==> config.mk <==
export PLATFORM = sky130hd
export DESIGN_NAME = card_uart_status
export DESIGN_NICKNAME = d
export VERILOG_FILES = /design/src/design/card_uart_pkg.sv /design/src/design/etu_divider.sv /design/src/design/card_uart_status.sv
export SDC_FILE = /design/constraint.sdc
export NUM_CORES = 1
export LEC_CHECK = 0
export BUFFER_PORTS_ARGS = -buffer_cell sky130_fd_sc_hd__buf_2
export CAP_MARGIN = 25
export CORE_MARGIN = 2
export CORE_UTILIZATION = 40
export CTS_BUF_LIST = sky130_fd_sc_hd__clkbuf_4 sky130_fd_sc_hd__clkbuf_8
export CTS_CLUSTER_DIAMETER = 60
export DETAILED_ROUTE_END_ITERATION = 16
export HOLD_SLACK_MARGIN = 0.03
export PLACE_DENSITY_LB_ADDON = 0.05
export SYNTH_ARGS = -nofsm -noshare
export SYNTH_HDL_FRONTEND = slang
export SYNTH_SLANG_ARGS = --single-unit
==> constraint.sdc <==
create_clock -name clock -period 3.1 [get_ports clock]
set_clock_uncertainty 0.05 [all_clocks]
set_input_delay 0.31 -clock clock [delete_from_list [all_inputs] [get_ports clock]]
set_output_delay 0.31 -clock clock [all_outputs]
set_load 0.05 [all_outputs]
==> src/design/card_uart_pkg.sv <==
`default_nettype none
package card_uart_pkg;

	// ------------------------------------------------------------
	// Register offsets on the external-data bus
	// ------------------------------------------------------------
	localparam logic [3:0] ADDR_STATUS  = 4'he;   // Status, read only
	localparam logic [3:0] ADDR_DIVIDER = 4'h2;   // ETU divider reload value
	localparam logic [3:0] ADDR_CONFIG2 = 4'h3;   // Second configuration register
	localparam logic [3:0] ADDR_FIFOCTL = 4'hc;   // Allowed errors and FIFO depth

	// ------------------------------------------------------------
	// Field positions
	// ------------------------------------------------------------
	localparam int BIT_TO3   = 7;                 // Time-out three
	localparam int BIT_TO2   = 6;                 // Time-out two
	localparam int BIT_TO1   = 5;                 // Time-out one
	localparam int BIT_EA    = 4;                 // Early answer
	localparam int BIT_PE    = 3;                 // Parity error
	localparam int BIT_OVR   = 2;                 // Overrun
	localparam int BIT_FER   = 1;                 // Framing error
	localparam int BIT_BUF   = 0;                 // Transmit empty / receive full
	localparam int BIT_MASK  = 6;                 // Buffer flag interrupt mask in config two
	localparam int PEC_LSB   = 4;                 // Allowed parity errors, bits 6..4
	localparam int FL_LSB    = 0;                 // FIFO length, bits 2..0

	// ------------------------------------------------------------
	// Values after reset
	// ------------------------------------------------------------
	localparam logic [7:0] RST_STATUS  = 8'h00;
	localparam logic [7:0] RST_DIVIDER = 8'h00;
	localparam logic [7:0] RST_CONFIG2 = 8'h00;
	localparam logic [7:0] RST_FIFOCTL = 8'h00;

	// ------------------------------------------------------------
	// Timing
	// ------------------------------------------------------------
	localparam int CLK_PERIOD_NS       = 25;                          // 40 MHz system clock
	localparam int READ_CLEAR_NS       = 2000;                        // Flag clear after status read
	localparam int READ_CLEAR_CYC      = READ_CLEAR_NS / CLK_PERIOD_NS;
	localparam int EA_LOW_IGNORE_CLKS  = 200;                         // Card clocks ignored, reset low
	localparam logic [3:0] FER_ETU     = 4'ha;                        // Framing check at 10.25 ETU
	localparam logic [3:0] RX_PE_ETU   = 4'ha;                        // Receive parity at 10.5 ETU
	localparam logic [3:0] TX_PE_ETU   = 4'hb;                        // Transmit parity at 11.5 ETU

	// ------------------------------------------------------------
	// Events from the character engine
	// ------------------------------------------------------------
	typedef struct packed {
		logic [2:0] timeout_hit;     // Terminal count pulses, bit 0 is counter one
		logic       start_bit;       // Start bit seen on the card line
		logic       parity_bad;      // Parity of current character wrong, level
		logic       tx_nak;          // Card refused current sent character, level
		logic       tx_ready;        // Transmit register may take a character
		logic       tx_reg_written;  // Transmit register was loaded
	} uart_evt_t;

	// Character timer states
	typedef enum logic {
		CHAR_IDLE,
		CHAR_TIMING
	} char_state_t;

endpackage
`default_nettype wire

==> src/design/etu_divider.sv <==
`timescale 1ns/100ps
`default_nettype none
module etu_divider #(
	parameter int WIDTH = 8
) (
	input  wire logic             clock,
	input  wire logic             sys_rst,
	input  wire logic             ce,
	input  wire logic             restart,
	input  wire logic             card_tick,
	input  wire logic [WIDTH-1:0] reload_value,
	output logic                  etu_tick,
	output logic                  half_tick,
	output logic                  quarter_tick
);

	// ------------------------------------------------------------
	// Down counter with automatic reload
	// ------------------------------------------------------------
	logic [WIDTH-1:0] count;        // Current count
	logic [WIDTH-1:0] next_count;   // Next count

	// A value of zero or one gives one card clock per ETU rather than a stall
	always_comb begin
		next_count   = count;
		etu_tick     = 1'b0;
		half_tick    = 1'b0;
		quarter_tick = 1'b0;
		if (restart) begin
			next_count = reload_value;
		end else if (card_tick) begin
			if (count <= WIDTH'(1)) begin
				next_count = reload_value;
				etu_tick   = 1'b1;
			end else begin
				next_count = count - WIDTH'(1);
			end
			// Fraction points; coarse for small reload values
			half_tick    = !etu_tick && (next_count == (reload_value >> 1));
			quarter_tick = !etu_tick && (next_count == reload_value - (reload_value >> 2));
		end
	end

	// Register only
	always_ff @(posedge clock) begin
		if (sys_rst) begin
			count <= '0;
		end else if (ce) begin
			count <= next_count;
		end
	end

endmodule
`default_nettype wire

==> src/design/card_uart_status.sv <==
// Behaviour
// - Time-out flags set at terminal count
// - Early answer flag from reset-phase clock windows
// - Restart early-answer windows on reset change
// - T0 receive: flag after allowed bad characters
// - T0 transmit: flag after allowed card refusals
// - Parity flag at 10.5 or 11.5 ETU
// - T0: drop bad character, card repeats
// - T1: store bad characters, counter idle
// - Overrun when character arrives, buffer full
// - Framing error if line low at 10.25
// - Status read clears framing error
// - Bit 0 means empty or full by mode
// - Transmit empty set when next load allowed
// - Transmit empty cleared by write or mode
// - Receive full at depth, clears when level drops
// - Eight-bit auto-reload ETU down counter
// - Interrupt low while any error flag set
// - Read clears causing flags after 2 us
// - Error field 000 one, 111 eight
// - Buffer flag interrupts only when unmasked
`timescale 1ns/100ps
`default_nettype none
module card_uart_status #(
	parameter int NMAX     = 384,   // Early-answer window with reset high, in card clocks
	parameter int DIV_BITS = 8      // ETU divider width
) (
	input  wire logic                  clock,
	input  wire logic                  sys_rst,
	input  wire logic                  ce,
	input  wire logic [3:0]            bus_addr,
	input  wire logic [7:0]            bus_wdata,
	input  wire logic                  bus_rd,
	input  wire logic                  bus_wr,
	output logic      [7:0]            bus_rdata,
	input  wire card_uart_pkg::uart_evt_t evt,
	input  wire logic                  tx_mode,
	input  wire logic                  protocol_t1,
	input  wire logic                  card_rst,
	input  wire logic                  card_io,
	input  wire logic                  card_tick,
	input  wire logic [3:0]            rx_fifo_level,
	output logic                       rx_store,
	output logic                       tx_retransmit,
	output logic                       uart_interrupt_out_n
);

	// ------------------------------------------------------------
	// Constants local to this file
	// ------------------------------------------------------------
	localparam int CLR_WIN = card_uart_pkg::READ_CLEAR_CYC;   // Clear delay after status read

	// ------------------------------------------------------------
	// Register file
	// ------------------------------------------------------------
	logic [7:0] divider, next_divider;     // ETU divider reload value
	logic [7:0] config_two, next_config_two; // Mask lives here
	logic [7:0] fifo_ctl, next_fifo_ctl;   // Allowed errors and depth
	logic [7:0] next_rdata;                // Read data before the flop
	logic [7:0] status;                    // Assembled status byte
	logic       status_read;               // Status read strobe this cycle

	assign status_read = bus_rd && (bus_addr == card_uart_pkg::ADDR_STATUS);

	// Decode writes and reads; unmapped and FIFO-control reads give zero
	always_comb begin
		next_divider    = divider;
		next_config_two = config_two;
		next_fifo_ctl   = fifo_ctl;
		next_rdata      = bus_rdata;
		if (bus_wr) begin
			case (bus_addr)
				card_uart_pkg::ADDR_DIVIDER: next_divider    = bus_wdata;
				card_uart_pkg::ADDR_CONFIG2: next_config_two = bus_wdata;
				card_uart_pkg::ADDR_FIFOCTL: next_fifo_ctl   = bus_wdata & 8'h77;
				default:                     next_divider    = divider;
			endcase
		end
		if (bus_rd) begin
			case (bus_addr)
				card_uart_pkg::ADDR_STATUS:  next_rdata = status;
				card_uart_pkg::ADDR_DIVIDER: next_rdata = divider;
				card_uart_pkg::ADDR_CONFIG2: next_rdata = config_two;
				default:                     next_rdata = 8'h00;
			endcase
		end
	end

	// Register only
	always_ff @(posedge clock) begin
		if (sys_rst) begin
			divider    <= card_uart_pkg::RST_DIVIDER;
			config_two <= card_uart_pkg::RST_CONFIG2;
			fifo_ctl   <= card_uart_pkg::RST_FIFOCTL;
			bus_rdata  <= 8'h00;
		end else if (ce) begin
			divider    <= next_divider;
			config_two <= next_config_two;
			fifo_ctl   <= next_fifo_ctl;
			bus_rdata  <= next_rdata;
		end
	end

	// ------------------------------------------------------------
	// ETU divider and character timer
	// ------------------------------------------------------------
	logic        etu_tick, half_tick, quarter_tick;
	card_uart_pkg::char_state_t cstate, next_cstate;   // Timer state
	logic [3:0]  etu_cnt, next_etu_cnt;  // Whole ETUs since start bit
	logic        fer_point;              // 10.25 ETU
	logic        rx_point;               // 10.5 ETU
	logic        tx_point;               // 11.5 ETU

	etu_divider #(
		.WIDTH (DIV_BITS)
	) u_div (
		.clock        (clock),
		.sys_rst      (sys_rst),
		.ce           (ce),
		.restart      (evt.start_bit),
		.card_tick    (card_tick),
		.reload_value (divider),
		.etu_tick     (etu_tick),
		.half_tick    (half_tick),
		.quarter_tick (quarter_tick)
	);

	assign fer_point = (cstate == card_uart_pkg::CHAR_TIMING) && quarter_tick
	                   && (etu_cnt == card_uart_pkg::FER_ETU);
	assign rx_point  = (cstate == card_uart_pkg::CHAR_TIMING) && half_tick && !tx_mode
	                   && (etu_cnt == card_uart_pkg::RX_PE_ETU);
	assign tx_point  = (cstate == card_uart_pkg::CHAR_TIMING) && half_tick && tx_mode
	                   && (etu_cnt == card_uart_pkg::TX_PE_ETU);

	// Count ETUs from each start bit; stop after the last decision point
	always_comb begin
		next_cstate  = cstate;
		next_etu_cnt = etu_cnt;
		case (cstate)
			card_uart_pkg::CHAR_IDLE: begin
				next_etu_cnt = 4'h0;
			end
			card_uart_pkg::CHAR_TIMING: begin
				if (etu_tick) begin
					next_etu_cnt = etu_cnt + 4'h1;
				end
				if (rx_point || tx_point) begin
					next_cstate = card_uart_pkg::CHAR_IDLE;
				end
			end
			default: next_cstate = card_uart_pkg::CHAR_IDLE;
		endcase
		if (evt.start_bit) begin
			next_cstate  = card_uart_pkg::CHAR_TIMING;
			next_etu_cnt = 4'h0;
		end
	end

	// Register only
	always_ff @(posedge clock) begin
		if (sys_rst) begin
			cstate  <= card_uart_pkg::CHAR_IDLE;
			etu_cnt <= 4'h0;
		end else if (ce) begin
			cstate  <= next_cstate;
			etu_cnt <= next_etu_cnt;
		end
	end

	// ------------------------------------------------------------
	// Parity error counting and character acceptance
	// ------------------------------------------------------------
	logic [2:0] pec;                 // Allowed errors minus one
	logic [2:0] err_cnt, next_err_cnt; // Errors seen so far
	logic       err_hit;            // Programmed number reached
	logic       pe_set;             // Parity flag set event

	assign pec     = fifo_ctl[card_uart_pkg::PEC_LSB +: 3];
	assign err_hit = (err_cnt == pec);

	// T1 bypasses the counter entirely; a good character resets it
	always_comb begin
		next_err_cnt  = err_cnt;
		pe_set        = 1'b0;
		rx_store      = 1'b0;
		tx_retransmit = 1'b0;
		if (rx_point) begin
			if (protocol_t1) begin
				rx_store = 1'b1;
				pe_set   = evt.parity_bad;
			end else if (!evt.parity_bad) begin
				rx_store     = 1'b1;
				next_err_cnt = 3'h0;
			end else if (err_hit) begin
				pe_set       = 1'b1;
				next_err_cnt = 3'h0;
			end else begin
				next_err_cnt = err_cnt + 3'h1;
			end
		end
		if (tx_point && !protocol_t1) begin
			if (!evt.tx_nak) begin
				next_err_cnt = 3'h0;
			end else if (err_hit) begin
				pe_set       = 1'b1;
				next_err_cnt = 3'h0;
			end else begin
				next_err_cnt  = err_cnt + 3'h1;
				tx_retransmit = 1'b1;
			end
		end
	end

	// Register only
	always_ff @(posedge clock) begin
		if (sys_rst) begin
			err_cnt <= 3'h0;
		end else if (ce) begin
			err_cnt <= next_err_cnt;
		end
	end

	// ------------------------------------------------------------
	// Early-answer windows
	// ------------------------------------------------------------
	logic [9:0] rst_clks, next_rst_clks;   // Card clocks since reset line changed
	logic       rst_prev, next_rst_prev;   // Reset line one cycle ago
	logic       first_seen, next_first_seen; // First start bit already judged
	logic       ea_set;                    // Early answer event

	// Counter saturates so long reset phases do not wrap into the window
	always_comb begin
		next_rst_prev   = card_rst;
		next_rst_clks   = rst_clks;
		next_first_seen = first_seen;
		ea_set          = 1'b0;
		if (card_tick && (rst_clks != 10'h3ff)) begin
			next_rst_clks = rst_clks + 10'h001;
		end
		if (evt.start_bit && !first_seen) begin
			if (!card_rst && (rst_clks >= 10'(card_uart_pkg::EA_LOW_IGNORE_CLKS))) begin
				ea_set          = 1'b1;
				next_first_seen = 1'b1;
			end else if (card_rst && (rst_clks < 10'(NMAX))) begin
				ea_set          = 1'b1;
				next_first_seen = 1'b1;
			end else if (card_rst) begin
				next_first_seen = 1'b1;
			end
		end
		if (card_rst != rst_prev) begin
			next_rst_clks   = 10'h000;
			next_first_seen = 1'b0;
		end
	end

	// Register only
	always_ff @(posedge clock) begin
		if (sys_rst) begin
			rst_clks   <= 10'h000;
			rst_prev   <= 1'b0;
			first_seen <= 1'b0;
		end else if (ce) begin
			rst_clks   <= next_rst_clks;
			rst_prev   <= next_rst_prev;
			first_seen <= next_first_seen;
		end
	end

	// ------------------------------------------------------------
	// Sticky flags and delayed read clear
	// ------------------------------------------------------------
	logic [7:1] flags, next_flags;     // Bits 7..1 of the status byte
	logic [7:1] set_vec;               // Set events this cycle
	logic [7:1] snap, next_snap;       // Flags seen by the pending read
	logic [6:0] clr_cnt, next_clr_cnt; // Cycles until the clear lands
	logic       clr_pulse;             // Clear lands this cycle
	logic       tx_empty_flag, next_tbe;         // Transmit empty
	logic       rx_full_flag;                   // Receive full
	logic       fifo_full;             // Level at programmed depth

	assign fifo_full = (rx_fifo_level >= ({1'b0, fifo_ctl[card_uart_pkg::FL_LSB +: 3]} + 4'h1));
	assign rx_full_flag       = fifo_full;
	assign clr_pulse = (clr_cnt == 7'h01);

	always_comb begin
		set_vec                       = '0;
		set_vec[card_uart_pkg::BIT_TO3] = evt.timeout_hit[2];
		set_vec[card_uart_pkg::BIT_TO2] = evt.timeout_hit[1];
		set_vec[card_uart_pkg::BIT_TO1] = evt.timeout_hit[0];
		set_vec[card_uart_pkg::BIT_EA]  = ea_set;
		set_vec[card_uart_pkg::BIT_PE]  = pe_set;
		set_vec[card_uart_pkg::BIT_OVR] = rx_store && fifo_full;
		set_vec[card_uart_pkg::BIT_FER] = fer_point && !card_io;
	end

	// A read snapshots the flags; only those are cleared, and a new set wins
	always_comb begin
		next_snap    = snap;
		next_clr_cnt = clr_cnt;
		next_flags   = flags;
		if (clr_cnt != 7'h00) begin
			next_clr_cnt = clr_cnt - 7'h01;
		end
		if (clr_pulse) begin
			next_flags = flags & ~snap;
		end
		if (status_read) begin
			next_snap    = flags;
			next_clr_cnt = 7'(CLR_WIN);
		end
		next_flags = next_flags | set_vec;
	end

	// Transmit empty: a write or a mode change beats a ready in the same cycle
	always_comb begin
		next_tbe = tx_empty_flag;
		if (tx_mode && evt.tx_ready) begin
			next_tbe = 1'b1;
		end
		if (evt.tx_reg_written || !tx_mode) begin
			next_tbe = 1'b0;
		end
	end

	// Register only
	always_ff @(posedge clock) begin
		if (sys_rst) begin
			flags   <= card_uart_pkg::RST_STATUS[7:1];
			snap    <= '0;
			clr_cnt <= 7'h00;
			tx_empty_flag     <= card_uart_pkg::RST_STATUS[0];
		end else if (ce) begin
			flags   <= next_flags;
			snap    <= next_snap;
			clr_cnt <= next_clr_cnt;
			tx_empty_flag     <= next_tbe;
		end
	end

	// Shared bit follows the mode; never touched by a status read
	assign status = {flags, tx_mode ? tx_empty_flag : rx_full_flag};

	// ------------------------------------------------------------
	// Interrupt
	// ------------------------------------------------------------
	assign uart_interrupt_out_n = !((|flags)
	                               || (status[card_uart_pkg::BIT_BUF]
	                                   && !config_two[card_uart_pkg::BIT_MASK]));
endmodule
`default_nettype wire

Word level (Yosys, flattened, before mapping)
Cells that the tools add are included.

word-level totals
  logic and storage cells = 151
  register bits after elaboration = 80
  input port bits = 34

cells by class
  reductions and logical operators = 51
  bitwise operators = 4
  eq/ne operators = 14
  $lt $le $gt $ge = 4
  muxes and demuxes = 56
  $add $sub $neg = 7

operator list
  kind                                                         count
  two-way mux 8 bit                                            5
  two-way mux 1 bit                                            36
  one-hot mux 8 bit (3 select lines)                           1
  two-way mux 7 bit                                            3
  two-way mux 10 bit                                           2
  logical AND 1 bit                                            19
  two-way mux 3 bit                                            6
  equality test 4 bit, second input constant                   4
  AND reduction 3 bit                                          5
  AND reduction 2 bit                                          7
  nonzero test 2 bit                                           6
  adder 10 x 1 -> 10 bit, second input constant                1
  >= comparator 10 x 8 -> 1 bit, second input constant         1
  less-than comparator 10 x 9 -> 1 bit, second input constant  1
  inequality test 10 bit, second input constant                1
  equality test 4 x 2 -> 1 bit, second input constant          2
  equality test 8 x 7 -> 1 bit                                 1
  equality test 8 bit                                          1
  <= comparator 8 x 1 -> 1 bit, second input constant          1
  zero test 1 bit                                              8
  two-way mux 4 bit                                            2
  one-hot mux 4 bit (2 select lines)                           1
  subtractor 8 x 1 -> 8 bit, second input constant             1
  subtractor 8 x 6 -> 8 bit                                    1
  18 further kinds                                             20

Logic depth before layout (Yosys ltp)
Gate-level depths: netlist of the first run.

  word-level depth = 16
  mapped depth = 12
  depth with buffers taken out = 11

Modules after synthesis
A second synthesis of the first run with hierarchy kept.

unflattened totals
  cell total of the unflattened synthesis = 557
  area, all modules = 4725.8 um^2

by module, submodules not included
  module            cells each  area each (um^2)  seq. area each (um^2)  times used
  card_uart_status  402         3514.6            1441.4                 1
  etu_divider       155         1211.2            160.2                  1

Least setup slack after synthesis of the first run
No wires, ideal clock.

  path kind = register -> output
  start = reg u_div.count[0]
  end = out tx_retransmit
  required time = 2740 ps
  path slack = -596 ps
  stages on the path, launching flop included = 12
  arrival = 3336 ps
  path through = dfxtp_1 -> buf_2 -> inv_1 -> ha_1 -> or2_0 -> clkbuf_1 -> and3_1 -> clkbuf_1 -> nor3b_4 -> nand4b_4 -> or3_1 -> nor3_1

between the ends
  cells in the longest elaborated chain, start to end = 13
  elaborated cells on any way between the ends = 18
  classes of those cells = add/sub: 1; order compare: 1; eq/ne: 1; mux: 9; reduce/logical: 6

RTL lines
  what                                                                              line                                  source
  from (decl)                                                                       etu_divider.sv:20                     logic [WIDTH-1:0] count;
  from (signal assigned)                                                            etu_divider.sv:49                     count <= next_count;
  subtractor 8 x 1 -> 8 bit / <= comparator 8 x 1 -> 1 bit (equally long branches)  etu_divider.sv:36, etu_divider.sv:32
  two-way mux 8 bit / two-way mux 1 bit (equally long branches)                     etu_divider.sv:32                     if (count <= WIDTH'(1)) begin
  two-way mux 8 bit / two-way mux 1 bit (equally long branches)                     etu_divider.sv:31                     end else if (card_tick) begin
  two-way mux 8 bit / two-way mux 1 bit (equally long branches)                     etu_divider.sv:29                     if (restart) begin
  equality test 8 x 7 -> 1 bit / zero test 1 bit (equally long branches)            etu_divider.sv:39                     half_tick = !etu_tick && (next_count == (reload_value >> 1));
  logical AND 1 bit *                                                               etu_divider.sv:39
  two-way mux 1 bit *                                                               etu_divider.sv:31
  two-way mux 1 bit *                                                               etu_divider.sv:29
  logical AND 1 bit * (2 in series)                                                 card_uart_status.sv:132               assign tx_point = (cstate == card_uart_pkg::CHAR_TIMING) && half_tick && tx_mode
  logical AND 1 bit *                                                               card_uart_status.sv:133               && (etu_cnt == card_uart_pkg::TX_PE_ETU);
  logical AND 1 bit *                                                               card_uart_status.sv:201               if (tx_point && !protocol_t1) begin
  two-way mux 1 bit *                                                               card_uart_status.sv:201
  to (decl)                                                                         card_uart_status.sv:44                output logic tx_retransmit,

Every way passes the cells marked *; elsewhere a longest branch is shown, timed or not. The select of a mux whose other input is x is not followed.

Worst setup path after layout of the first run
Same ends and word-level chain as after synthesis.

==> impl_metrics.json, run 1 <==
{
  "netSwitchingFraction_pct": 32.61,
  "drt_iter0_markers": 178,
  "die_h_um": 114.5,
  "multi_input_area_um2": 3112,
  "design_area_um2": 5723,
  "htreeDepth": 3,
  "via_count": 4404,
  "grt_overflow": 0,
  "io_pins": 45,
  "diodes": 0,
  "cp_top_family": "simple AND/OR/NAND/NOR gates",
  "crit_chain": "buf_6 -> ha_4 -> nor4b_2 -> o211ai_1 -> mux2i_2 -> nand4b_4 -> or3_4 -> nor3_4 -> buf_6",
  "dpl_cell_area_um2": 5386,
  "clkSinkCount": 80,
  "p_leak_nw": 2.252,
  "power_mw": 2.634,
  "worst_pin_slew_ns": 0.7042,
  "max_freq_ghz": 0.3271,
  "drt_wl_total_um": 13540,
  "p_switching_mw": 0.8588,
  "dieArea_um2": 13110,
  "setup_viol": 0,
  "viasPerCell": 5.410,
  "min_from": "evt[7]",
  "critPathMaxFanout": 7,
  "hold_viol": 0,
  "hp-class": "input pin to flip-flop",
  "grt_max_degree": 41,
  "cts_root_buf": "clkbuf_8",
  "critPathSlowestCell": "or3_4",
  "yosys_warnings": 0,
  "status": "finished clean",
  "synth_cell_types": 62,
  "p_clk_share_pct": 29.5,
  "drive_gt1_share_pct": 19.94,
  "core.rowCount": 40,
  "synth_edf_count": 0,
  "cp.buffers_inverters": 2,
  "maxCapViolations": 0,
  "port-buffer-count": 44,
  "syn-num-nets": 656,
  "fin_crit_ns": 3.057,
  "fin_tns_setup_ns": 0,
  "ys_ff_latch": 80,
  "end_kind": "output port",
  "clk_pin_slew_ns": 0.08,
  "slew_headroom_pct": 52.74,
  "arrival_ns": 2.70,
  "max-vdd-ir-drop_v": 0.0003269,
  "combPwrFrac_pct": 27.7,
  "final_cell_mix": "nor2_1 (90), dfxtp_1 (75), nand2_1 (63), buf_2 (42), a21oi_1 (40)",
  "start_kind": "flip-flop",
  "path_class": "flip-flop to output port",
  "layout_commonest_cell": "nor2_1",
  "core_area_um2": 11960,
  "grt_pass1_wl_um": 22000,
  "startpoint": "u_div.count[0]$_SDFFE_PP0P_",
  "r2r-start": "u_div.count[5]$_SDFFE_PP0P_",
  "cts_inserted_buffers": 9,
  "cts_tree": "yes",
  "grt_pass1_vias": 4244,
  "crit_top_cell": "buf_6",
  "async_reset_ff_share_pct": 0,
  "synth_flop_cell": "dfxtp_1",
  "cts-hold-fix-buffers": 0,
  "setup_slack_ns": 0.04268,
  "grt_antenna_before_repair": 0,
  "area_growth_pct": 17.16,
  "grt.total_usage_pct": 21.72,
  "synth.avg_cell_area_um2": 8.128,
  "clk_latency_ns": 0.36,
  "yosysSeqAreaShare_pct": 32.79,
  "fin_nets": 718,
  "power_density_nw_per_um2": 460.2,
  "cts.path.max_buffers": 2,
  "wl_per_cell_um": 16.64,
  "dr.pass1.iters": 4,
  "gp_congestion": 0.9034,
  "p_seq_share_pct": 42.8,
  "rsz0062_at_grt": "yes",
  "die_x_um": 114.5,
  "synth_area_um2": 4885,
  "drc": 0,
  "pre_cts_ws_ns": 0.1218,
  "drv_slew": 0,
  "max_stage_delay_ns": 0.44,
  "seq_area_um2": 1608,
  "fin_crit_sh_pct": 98.62,
  "initial_core_util_pct": 40.84,
  "cp.required_ns": 2.74,
  "hpwlAfterDp_um": 10200,
  "syn_inst": 601,
  "n_fill_cell": 1196,
  "ant_nets": 0,
  "p_int_mw": 1.775
}
==> path summary, 6_finish.rpt <==
check | endpoint | slack, ns | depth (start not counted)
worst max-delay path | tx_retransmit | 0.04 | 9
worst min-delay path | flags[7]$_SDFFE_PP0P_ | 0.15 | 3
worst max register to register | cstate$_SDFFE_PP0P_ | 0.16 | 7
worst min register to register | snap[1]$_SDFFE_PP0P_ | 0.41 | 2
==> power groups by stage <==
stage | combinational (mW) | sequential (mW) | clock, mW
floorplan | 0.485 | 1.16 | 0
global placement | 0.674 | 1.15 | 0
detailed placement | 0.678 | 1.15 | 0
CTS | 0.702 | 1.13 | 0.807
global route | 0.809 | 1.13 | 0.851
finish | 0.729 | 1.13 | 0.778
==> logic make-up after synthesis <==
group	count (synthesis)	synth area share, %
flip-flops	80	32.79
buffers and inverters	58	4.969
AO/OA/AOI/OAI	117	16.34
multiplexers	32	6.609
AND/OR/NAND/NOR	254	26.77
adder cells (fa/ha/maj)	21	5.533
XOR/XNOR	39	6.993
==> per-layer routing <==
metal / vias up / global-route usage (%) / wire length [um]
li1: 2221 / - / -
met1: 2075 / 28.91 / 6345
met4: 0 / 7.724 / 315
met3: 24 / 4.235 / 597
met2: 84 / 34.99 / 6285
met5: - / 0 / 0
==> stage by stage <==
stage	util, %	hold slack (ns)	instances
final	47.85	0.1540	814
after global routing	47.85	0.1474	814
after CTS	47.19	0.1325	810
after detailed placement	45.03	0.3977	790
after global placement	45.03	0.3923	790
after floorplan	-	0.3866	601
==> layout make-up <==
| class | count | area share [%] |
|---|---|---|
| Clock buffer | 10 | 2.296 |
| Clock inverter | 5 | 1.006 |
| Inverter | 25 | 1.640 |
| Multi-Input combinational cell | 463 | 54.37 |
| Sequential cell | 80 | 28.09 |
| Tap cell | 147 | 3.214 |
| Timing Repair Buffer | 84 | 9.379 |
==> sequential cells by signal, indices dropped and copies added (netlist names), 3 cells and up <==
name	count
bus_rdata	8
snap	7
config_two	8
flags	7
u_div.count	8
clr_cnt	7
rst_clks	10
err_cnt	3
divider	8
etu_cnt	4
fifo_ctl	6
==> worst register-to-register path, cell delays in order (launching register included) <==
cell and delay, ns:
dfxtp_2 0.35, or4_4 0.57, a211oi_4 0.33, mux2i_1 0.24, nand2_1 0.09, a2111oi_2 0.44, nor4b_1 0.57, a311oi_1 0.17
==> synthesized netlist by cell type (all sizes together), types with 2 or more instances <==
master    n  area [um2]
a211o     2       17.52
a211oi   13       110.1
a21boi    3       22.52
a21o      6       45.04
a21oi    40       200.2
a22oi    12       90.09
and2      3       18.77
and3      4       25.02
and4      5       43.79
and4b     3       30.03
buf      10       62.56
clkbuf   23       86.33
dfxtp    80        1602
ha       20       250.2
inv      24       90.09
mux2      2       22.52
mux2i    30       300.3
nand2    63       236.5
nand2b    8       50.05
nand3    17       85.08
nand3b    2       15.01
nand4     5       46.29
nor2     91       341.6
nor2b     4       25.02
nor3     17       85.08
nor3b     6       56.31
nor4     10       111.4
nor4b     4       35.03
o2111ai   3       26.28
o211a     3       30.03
o211ai    8       65.06
o21a      3       22.52
o21ai    13       65.06
o21ba     2       20.02
o31ai     4       35.03
or2       3       18.77
or3       4       25.02
or4       3       26.27
xnor2    24       210.2
xor2     15       131.4
==> what timing repair did <==
item                                    4_1_cts  5_1_grt
pin swaps                                     4       10
endpoints found under the setup margin        2        3
setup buffers                                 5        4
resized for setup                             9       15
hold endpoints to repair                      0        0
Power figures use the tool's default switching activity.
==> run 2, diff against run 1 <==
--- a/config.mk
+++ b/config.mk
@@ -5,6 +5,7 @@
 export SDC_FILE = /design/constraint.sdc
 export NUM_CORES = 1
 export LEC_CHECK = 0
+export ABC_AREA = 1
 export BUFFER_PORTS_ARGS = -buffer_cell sky130_fd_sc_hd__buf_2
 export CAP_MARGIN = 25
 export CORE_MARGIN = 2
==> run 2 against run 1 <==
Sequential power about the same. Synthesized cell count increased by 17%. Critical path depth rose by 6. Non-clock buffer count is 23 lower. Sequential share of layout area up 0.96 points. Core utilization increased by 0.45 points. Critical path type unchanged.
==> impl_metrics.json, run 2 <==
{
  "core.rowCount": 39,
  "drt_wl_total_um": 12800,
  "clkSinkCount": 80,
  "io_pins": 45,
  "drt_iter0_markers": 323,
  "synth_edf_count": 0,
  "top_register": "rst_clks",
  "cp.required_ns": 2.74,
  "maxCapViolations": 0,
  "drive_gt1_share_pct": 15.82,
  "grt_pass1_vias": 4484,
  "initial_core_util_pct": 41.18,
  "cts.path.max_buffers": 2,
  "clk_latency_ns": 0.37,
  "synth_cell_types": 38,
  "power_density_nw_per_um2": 522.7,
  "cts_tree": "yes",
  "design_area_um2": 5538,
  "hold_viol": 0,
  "port-buffer-count": 44,
  "p_leak_nw": 2.422,
  "synthDominantCellAreaShare_pct": 33.92,
  "slew_headroom_pct": 45.75,
  "path_class": "flip-flop to output port",
  "reg2regPathDepth": 19,
  "ys_ff_latch": 80,
  "clk_pin_slew_ns": 0.09,
  "grt_max_degree": 29,
  "fin_crit_ns": 2.979,
  "grt_pass1_wl_um": 21570,
  "htreeDepth": 3,
  "max_freq_ghz": 0.3357,
  "diodes": 0,
  "end_kind": "output port",
  "synth_top_cell_by_area": "dfxtp_1",
  "r2r_end": "err_cnt[1]$_SDFFE_PP0P_",
  "arrival_ns": 2.62,
  "cts_inserted_buffers": 9,
  "startpoint": "u_div.count[0]$_SDFFE_PP0P_",
  "dr.pass1.iters": 5,
  "status": "finished clean",
  "fin_tns_setup_ns": 0,
  "synth.avg_cell_area_um2": 6.727,
  "worst_pin_slew_ns": 0.8064,
  "core_area_um2": 11470,
  "via_count": 4714,
  "yosysSeqAreaShare_pct": 33.92,
  "die_x_um": 112.7,
  "dpl_cell_area_um2": 5095,
  "viasPerCell": 5.192,
  "cts_root_buf": "clkbuf_8",
  "cp-endpoint": "tx_retransmit",
  "fin_crit_sh_pct": 96.09,
  "dieArea_um2": 12690,
  "drv_slew": 0,
  "hpwlAfterDp_um": 9821,
  "final_cell_mix": "nand2_1 (157), inv_1 (83), dfxtp_1 (78), nor2_1 (70), a21oi_1 (61)",
  "ant_nets": 0,
  "r2r-start": "u_div.count[0]$_SDFFE_PP0P_",
  "grt_antenna_before_repair": 0,
  "fin_nets": 815,
  "wl_per_cell_um": 14.10,
  "yosys_warnings": 0,
  "hp-class": "input pin to flip-flop",
  "rrSetupSlack_ns": 0.55,
  "layout_commonest_cell": "nand2_1",
  "synthTopCellsByCount": "nand2_1 (157), inv_1 (86), dfxtp_1 (80)",
  "die_h_um": 112.7,
  "synth_area_um2": 4722,
  "largest_reg_flops": 10,
  "fin_hold_ws_ns": 0.1416,
  "area_growth_pct": 17.28,
  "drc": 0,
  "syn-num-nets": 757,
  "async_reset_ff_share_pct": 0,
  "synth_flop_cell": "dfxtp_1",
  "grt.total_usage_pct": 21.15,
  "syn_inst": 702,
  "yosysMostFrequentCell": "nand2_1",
  "grt_overflow": 0,
  "critPathMaxFanout": 7,
  "gp_congestion": 0.9449,
  "setup_viol": 0,
  "yosys-top-cells-area": "dfxtp_1 (34%), nand2_1 (12%), inv_1 (6.8%)",
  "max-vdd-ir-drop_v": 0.0004394,
  "start_kind": "flip-flop"
}
-- run 2: logic make-up after synthesis --
logic type                 share of synthesized area, %
and+or+nand+nor                                   31.21
DFF                                               33.92
adders and majority gates                         5.723
AOI/OAI and AO/OA                                 16.69
xor gates and xnor gates                          3.524
buffers and inverters                             8.930
-- run 2: area by class of cell --
class / count / area (um2)
Clock buffer: 12 / 165.2
Clock inverter: 4 / 73.82
Fill cell: 1179 / 5929
Inverter: 94 / 360.3
Multi-Input combinational cell: 514 / 2786
Sequential cell: 80 / 1609
Tap cell: 143 / 178.9
Timing Repair Buffer: 61 / 364.1
-- run 2: worst max-delay path, stage by stage (launching register included) --
cell and delay [ns]:
dfxtp_4 0.41, inv_6 0.05, ha_4 0.16, nor2_2 0.14
nor2_4 0.09, nand2_4 0.11, buf_4 0.14, nand3_2 0.10
nand2_1 0.11, inv_2 0.06, nand2_1 0.07, nand3_2 0.10
nor2_4 0.20, nand3_4 0.10, nor3_4 0.22, buf_6 0.18
-- run 2: per-stage QoR --
| step | total power [mW] | utilization, % | setup slack (ns) | std cells |
|---|---|---|---|---|
| after global placement | 1.909 | 44.43 | 0.3207 | 879 |
| final | 2.895 | 48.29 | 0.1212 | 908 |
| after global routing | 3.094 | 48.29 | -0.02286 | 908 |
| after CTS | 2.866 | 46.72 | 0.02862 | 895 |
| after floorplan | 1.750 | - | 0.3623 | 702 |
| after detailed placement | 1.922 | 44.43 | 0.1933 | 879 |
-- run 2: worst min-delay path by stage --
| stage | cells past startpoint | slack (ns) | endpoint | startpoint |
|---|---|---|---|---|
| after floorplan | 2 | 0.37 | snap[1]$_SDFFE_PP0P_ | snap[1]$_SDFFE_PP0P_ |
| after CTS | 3 | 0.13 | flags[7]$_SDFFE_PP0P_ | evt[7] |
| after global placement | 2 | 0.38 | snap[1]$_SDFFE_PP0P_ | snap[1]$_SDFFE_PP0P_ |
| after detailed placement | 2 | 0.39 | snap[1]$_SDFFE_PP0P_ | snap[1]$_SDFFE_PP0P_ |
| final | 3 | 0.14 | tx_empty_flag$_SDFFE_PP0P_ | evt[1] |
| after global routing | 3 | 0.15 | flags[7]$_SDFFE_PP0P_ | evt[7] |
-- run 2: what timing repair did --
item,4_1_cts,5_1_grt
setup endpoints to repair,2,2
hold buffers,0,0
gates resized for setup,7,20
hold endpoints to repair,0,0
pin swaps,1,6
gates cloned,0,1
buffers inserted,0,12
-- run 2: power by group --
| group | total, mW | internal [mW] | leakage [nW] | switching (mW) |
|---|---|---|---|---|
| sequential | 1.15 | 1.09 | 0.651 | 0.0547 |
| clock | 0.936 | 0.522 | 0.123 | 0.414 |
| combinational | 0.812 | 0.296 | 1.65 | 0.516 |
-- run 2: per-layer routing --
metal  track usage [%]  wire, um  vias up
li1                  -         -     2429
met1             28.24      6109     2161
met2             34.37      5862      100
met3             2.862       508       24
met4             8.862       323        0
met5                 0         0        -
==> run 3, diff against run 2 <==
--- a/config.mk
+++ b/config.mk
@@ -9,7 +9,7 @@
 export BUFFER_PORTS_ARGS = -buffer_cell sky130_fd_sc_hd__buf_2
 export CAP_MARGIN = 25
 export CORE_MARGIN = 2
-export CORE_UTILIZATION = 40
+export CORE_UTILIZATION = 54
 export CTS_BUF_LIST = sky130_fd_sc_hd__clkbuf_4 sky130_fd_sc_hd__clkbuf_8
 export CTS_CLUSTER_DIAMETER = 60
 export DETAILED_ROUTE_END_ITERATION = 16
==> run 3 against run 2 <==
Combinational power decreased by 3.6%. Total power fell by 2.8%. Largest power group unchanged. Hold slack better by 0.012 ns. Die area fell by 25%. Maximum frequency rose by 0.54%. Sequential share of layout area grew 0.90 points. Critical path type unchanged. Critical endpoint unchanged.
==> impl_metrics.json, run 3 (synthesis results as in run 2) <==
{
  "fin_nets": 806,
  "fin_crit_sh_pct": 95.58,
  "grt_max_degree": 39,
  "ant_nets": 0,
  "fin_hold_ws_ns": 0.1537,
  "fin_util_pct": 62.41,
  "dr.pass1.iters": 5,
  "initial_core_util_pct": 54.95,
  "grt_overflow": 0,
  "power_mw": 2.814,
  "start_kind": "flip-flop",
  "hold_viol": 0,
  "p_leak_nw": 2.342,
  "max-vdd-ir-drop_v": 0.0004084,
  "cts_inserted_buffers": 9,
  "largest_reg_flops": 10,
  "wl_per_cell_um": 14.27,
  "io_pins": 45,
  "fin_tns_setup_ns": 0,
  "diodes": 0,
  "cts.path.max_buffers": 2,
  "area_growth_pct": 13.57,
  "die_h_um": 97.51,
  "rsz0062_at_grt": "no",
  "cts-hold-fix-buffers": 0,
  "cp.required_ns": 2.74,
  "dieArea_um2": 9508,
  "drc": 0,
  "power_density_nw_per_um2": 524.7,
  "setup_viol": 0,
  "maxCapViolations": 0,
  "critPathMaxFanout": 6,
  "drt_iter0_markers": 190,
  "viasPerCell": 5.363,
  "max_freq_ghz": 0.3375,
  "global_route.usage.met3_pct": 3.165,
  "drt_wl_total_um": 12330,
  "port-buffer-count": 44,
  "grt.total_usage_pct": 26.05,
  "die_x_um": 97.51,
  "hp-class": "input pin to flip-flop",
  "core.rowCount": 34,
  "clkSinkCount": 80,
  "clk_latency_ns": 0.36,
  "status": "finished clean",
  "clk_pin_slew_ns": 0.09,
  "cts_root_buf": "clkbuf_8",
  "grt_pass1_vias": 4413,
  "end_kind": "output port",
  "htreeDepth": 3,
  "via_count": 4634,
  "drive_gt1_share_pct": 14.68,
  "arrival_ns": 2.60,
  "grt.busiest_layer": "met2",
  "hpwlAfterDp_um": 9467,
  "met2_usage_pct": 45.57,
  "grt_pass1_wl_um": 20310,
  "worst_pin_slew_ns": 0.6496,
  "final_cell_mix": "nand2_1 (157), inv_1 (83), dfxtp_1 (78), nor2_1 (69), a21oi_1 (61)",
  "gp_congestion": 0.8774,
  "layout_commonest_cell": "nand2_1",
  "use_met1_pct": 32.73,
  "top_register": "rst_clks",
  "grt_antenna_before_repair": 0,
  "fin_crit_ns": 2.963,
  "path_class": "flip-flop to output port",
  "drv_slew": 0,
  "slew_headroom_pct": 56.29,
  "cts_tree": "yes",
  "core_area_um2": 8593
}
## run 3: layout make-up
class / count / area [um2]
sequential: 80 / 1607
multi-input combinational: 513 / 2741
fill: 854 / 3231
clock inverter: 6 / 92.59
tap: 108 / 135.1
inverter: 94 / 355.3
clock buffer: 10 / 131.4
timing repair buffer: 53 / 300.3
## run 3: layer usage
metal  wire, um  part of all wire, %  vias up
met2       6140                   50       82
met3        421                  3.4       17
li1           -                    -     2394
met4        260                  2.1        0
met1       5506                   45     2141
met5          0                    0        -
## run 3: worst paths after layout
path	startpoint	to	slack, ns	cells after the start
min	bus_wdata[2]	fifo_ctl[2]$_SDFFE_PP0P_	0.15	3
min reg2reg	snap[1]$_SDFFE_PP0P_	snap[1]$_SDFFE_PP0P_	0.41	2
max	u_div.count[0]$_SDFFE_PP0P_	tx_retransmit	0.14	15
max reg2reg	u_div.count[0]$_SDFFE_PP0P_	err_cnt[1]$_SDFFE_PP0P_	0.67	17
## run 3: power breakdown
| group | total, mW | internal, mW | switching (mW) |
|---|---|---|---|
| logic | 0.783 | 0.280 | 0.503 |
| registers | 1.15 | 1.09 | 0.0556 |
| clock network | 0.883 | 0.467 | 0.416 |
## run 3: worst max-delay path: stages (launching register included)
cell	delay [ns]
dfxtp_4	0.39
inv_4	0.06
ha_4	0.18
nor2_4	0.12
nor2_4	0.06
nand2_4	0.09
buf_4	0.15
nand2_2	0.08
nor2_2	0.10
nand2_1	0.08
nor2_2	0.13
nand3_2	0.10
nor2_4	0.17
nand3_2	0.12
nor3_2	0.23
buf_6	0.18
## run 3: what timing repair did
item                       in CTS  in global routing
setup endpoints to repair       2                  2
setup buffers                   0                  4
resized for setup               5                 15
pin swaps                       0                  4
hold endpoints to repair        0                  0
## run 3: stage by stage
stage	setup WS (ns)	area, um2	instances
final	0.1371	5363	864
after CTS	0.04374	5286	860
after detailed placement	0.2820	5051	844
after floorplan	0.3623	4727	702
after global routing	0.006553	5363	864
after global placement	0.3572	5051	844
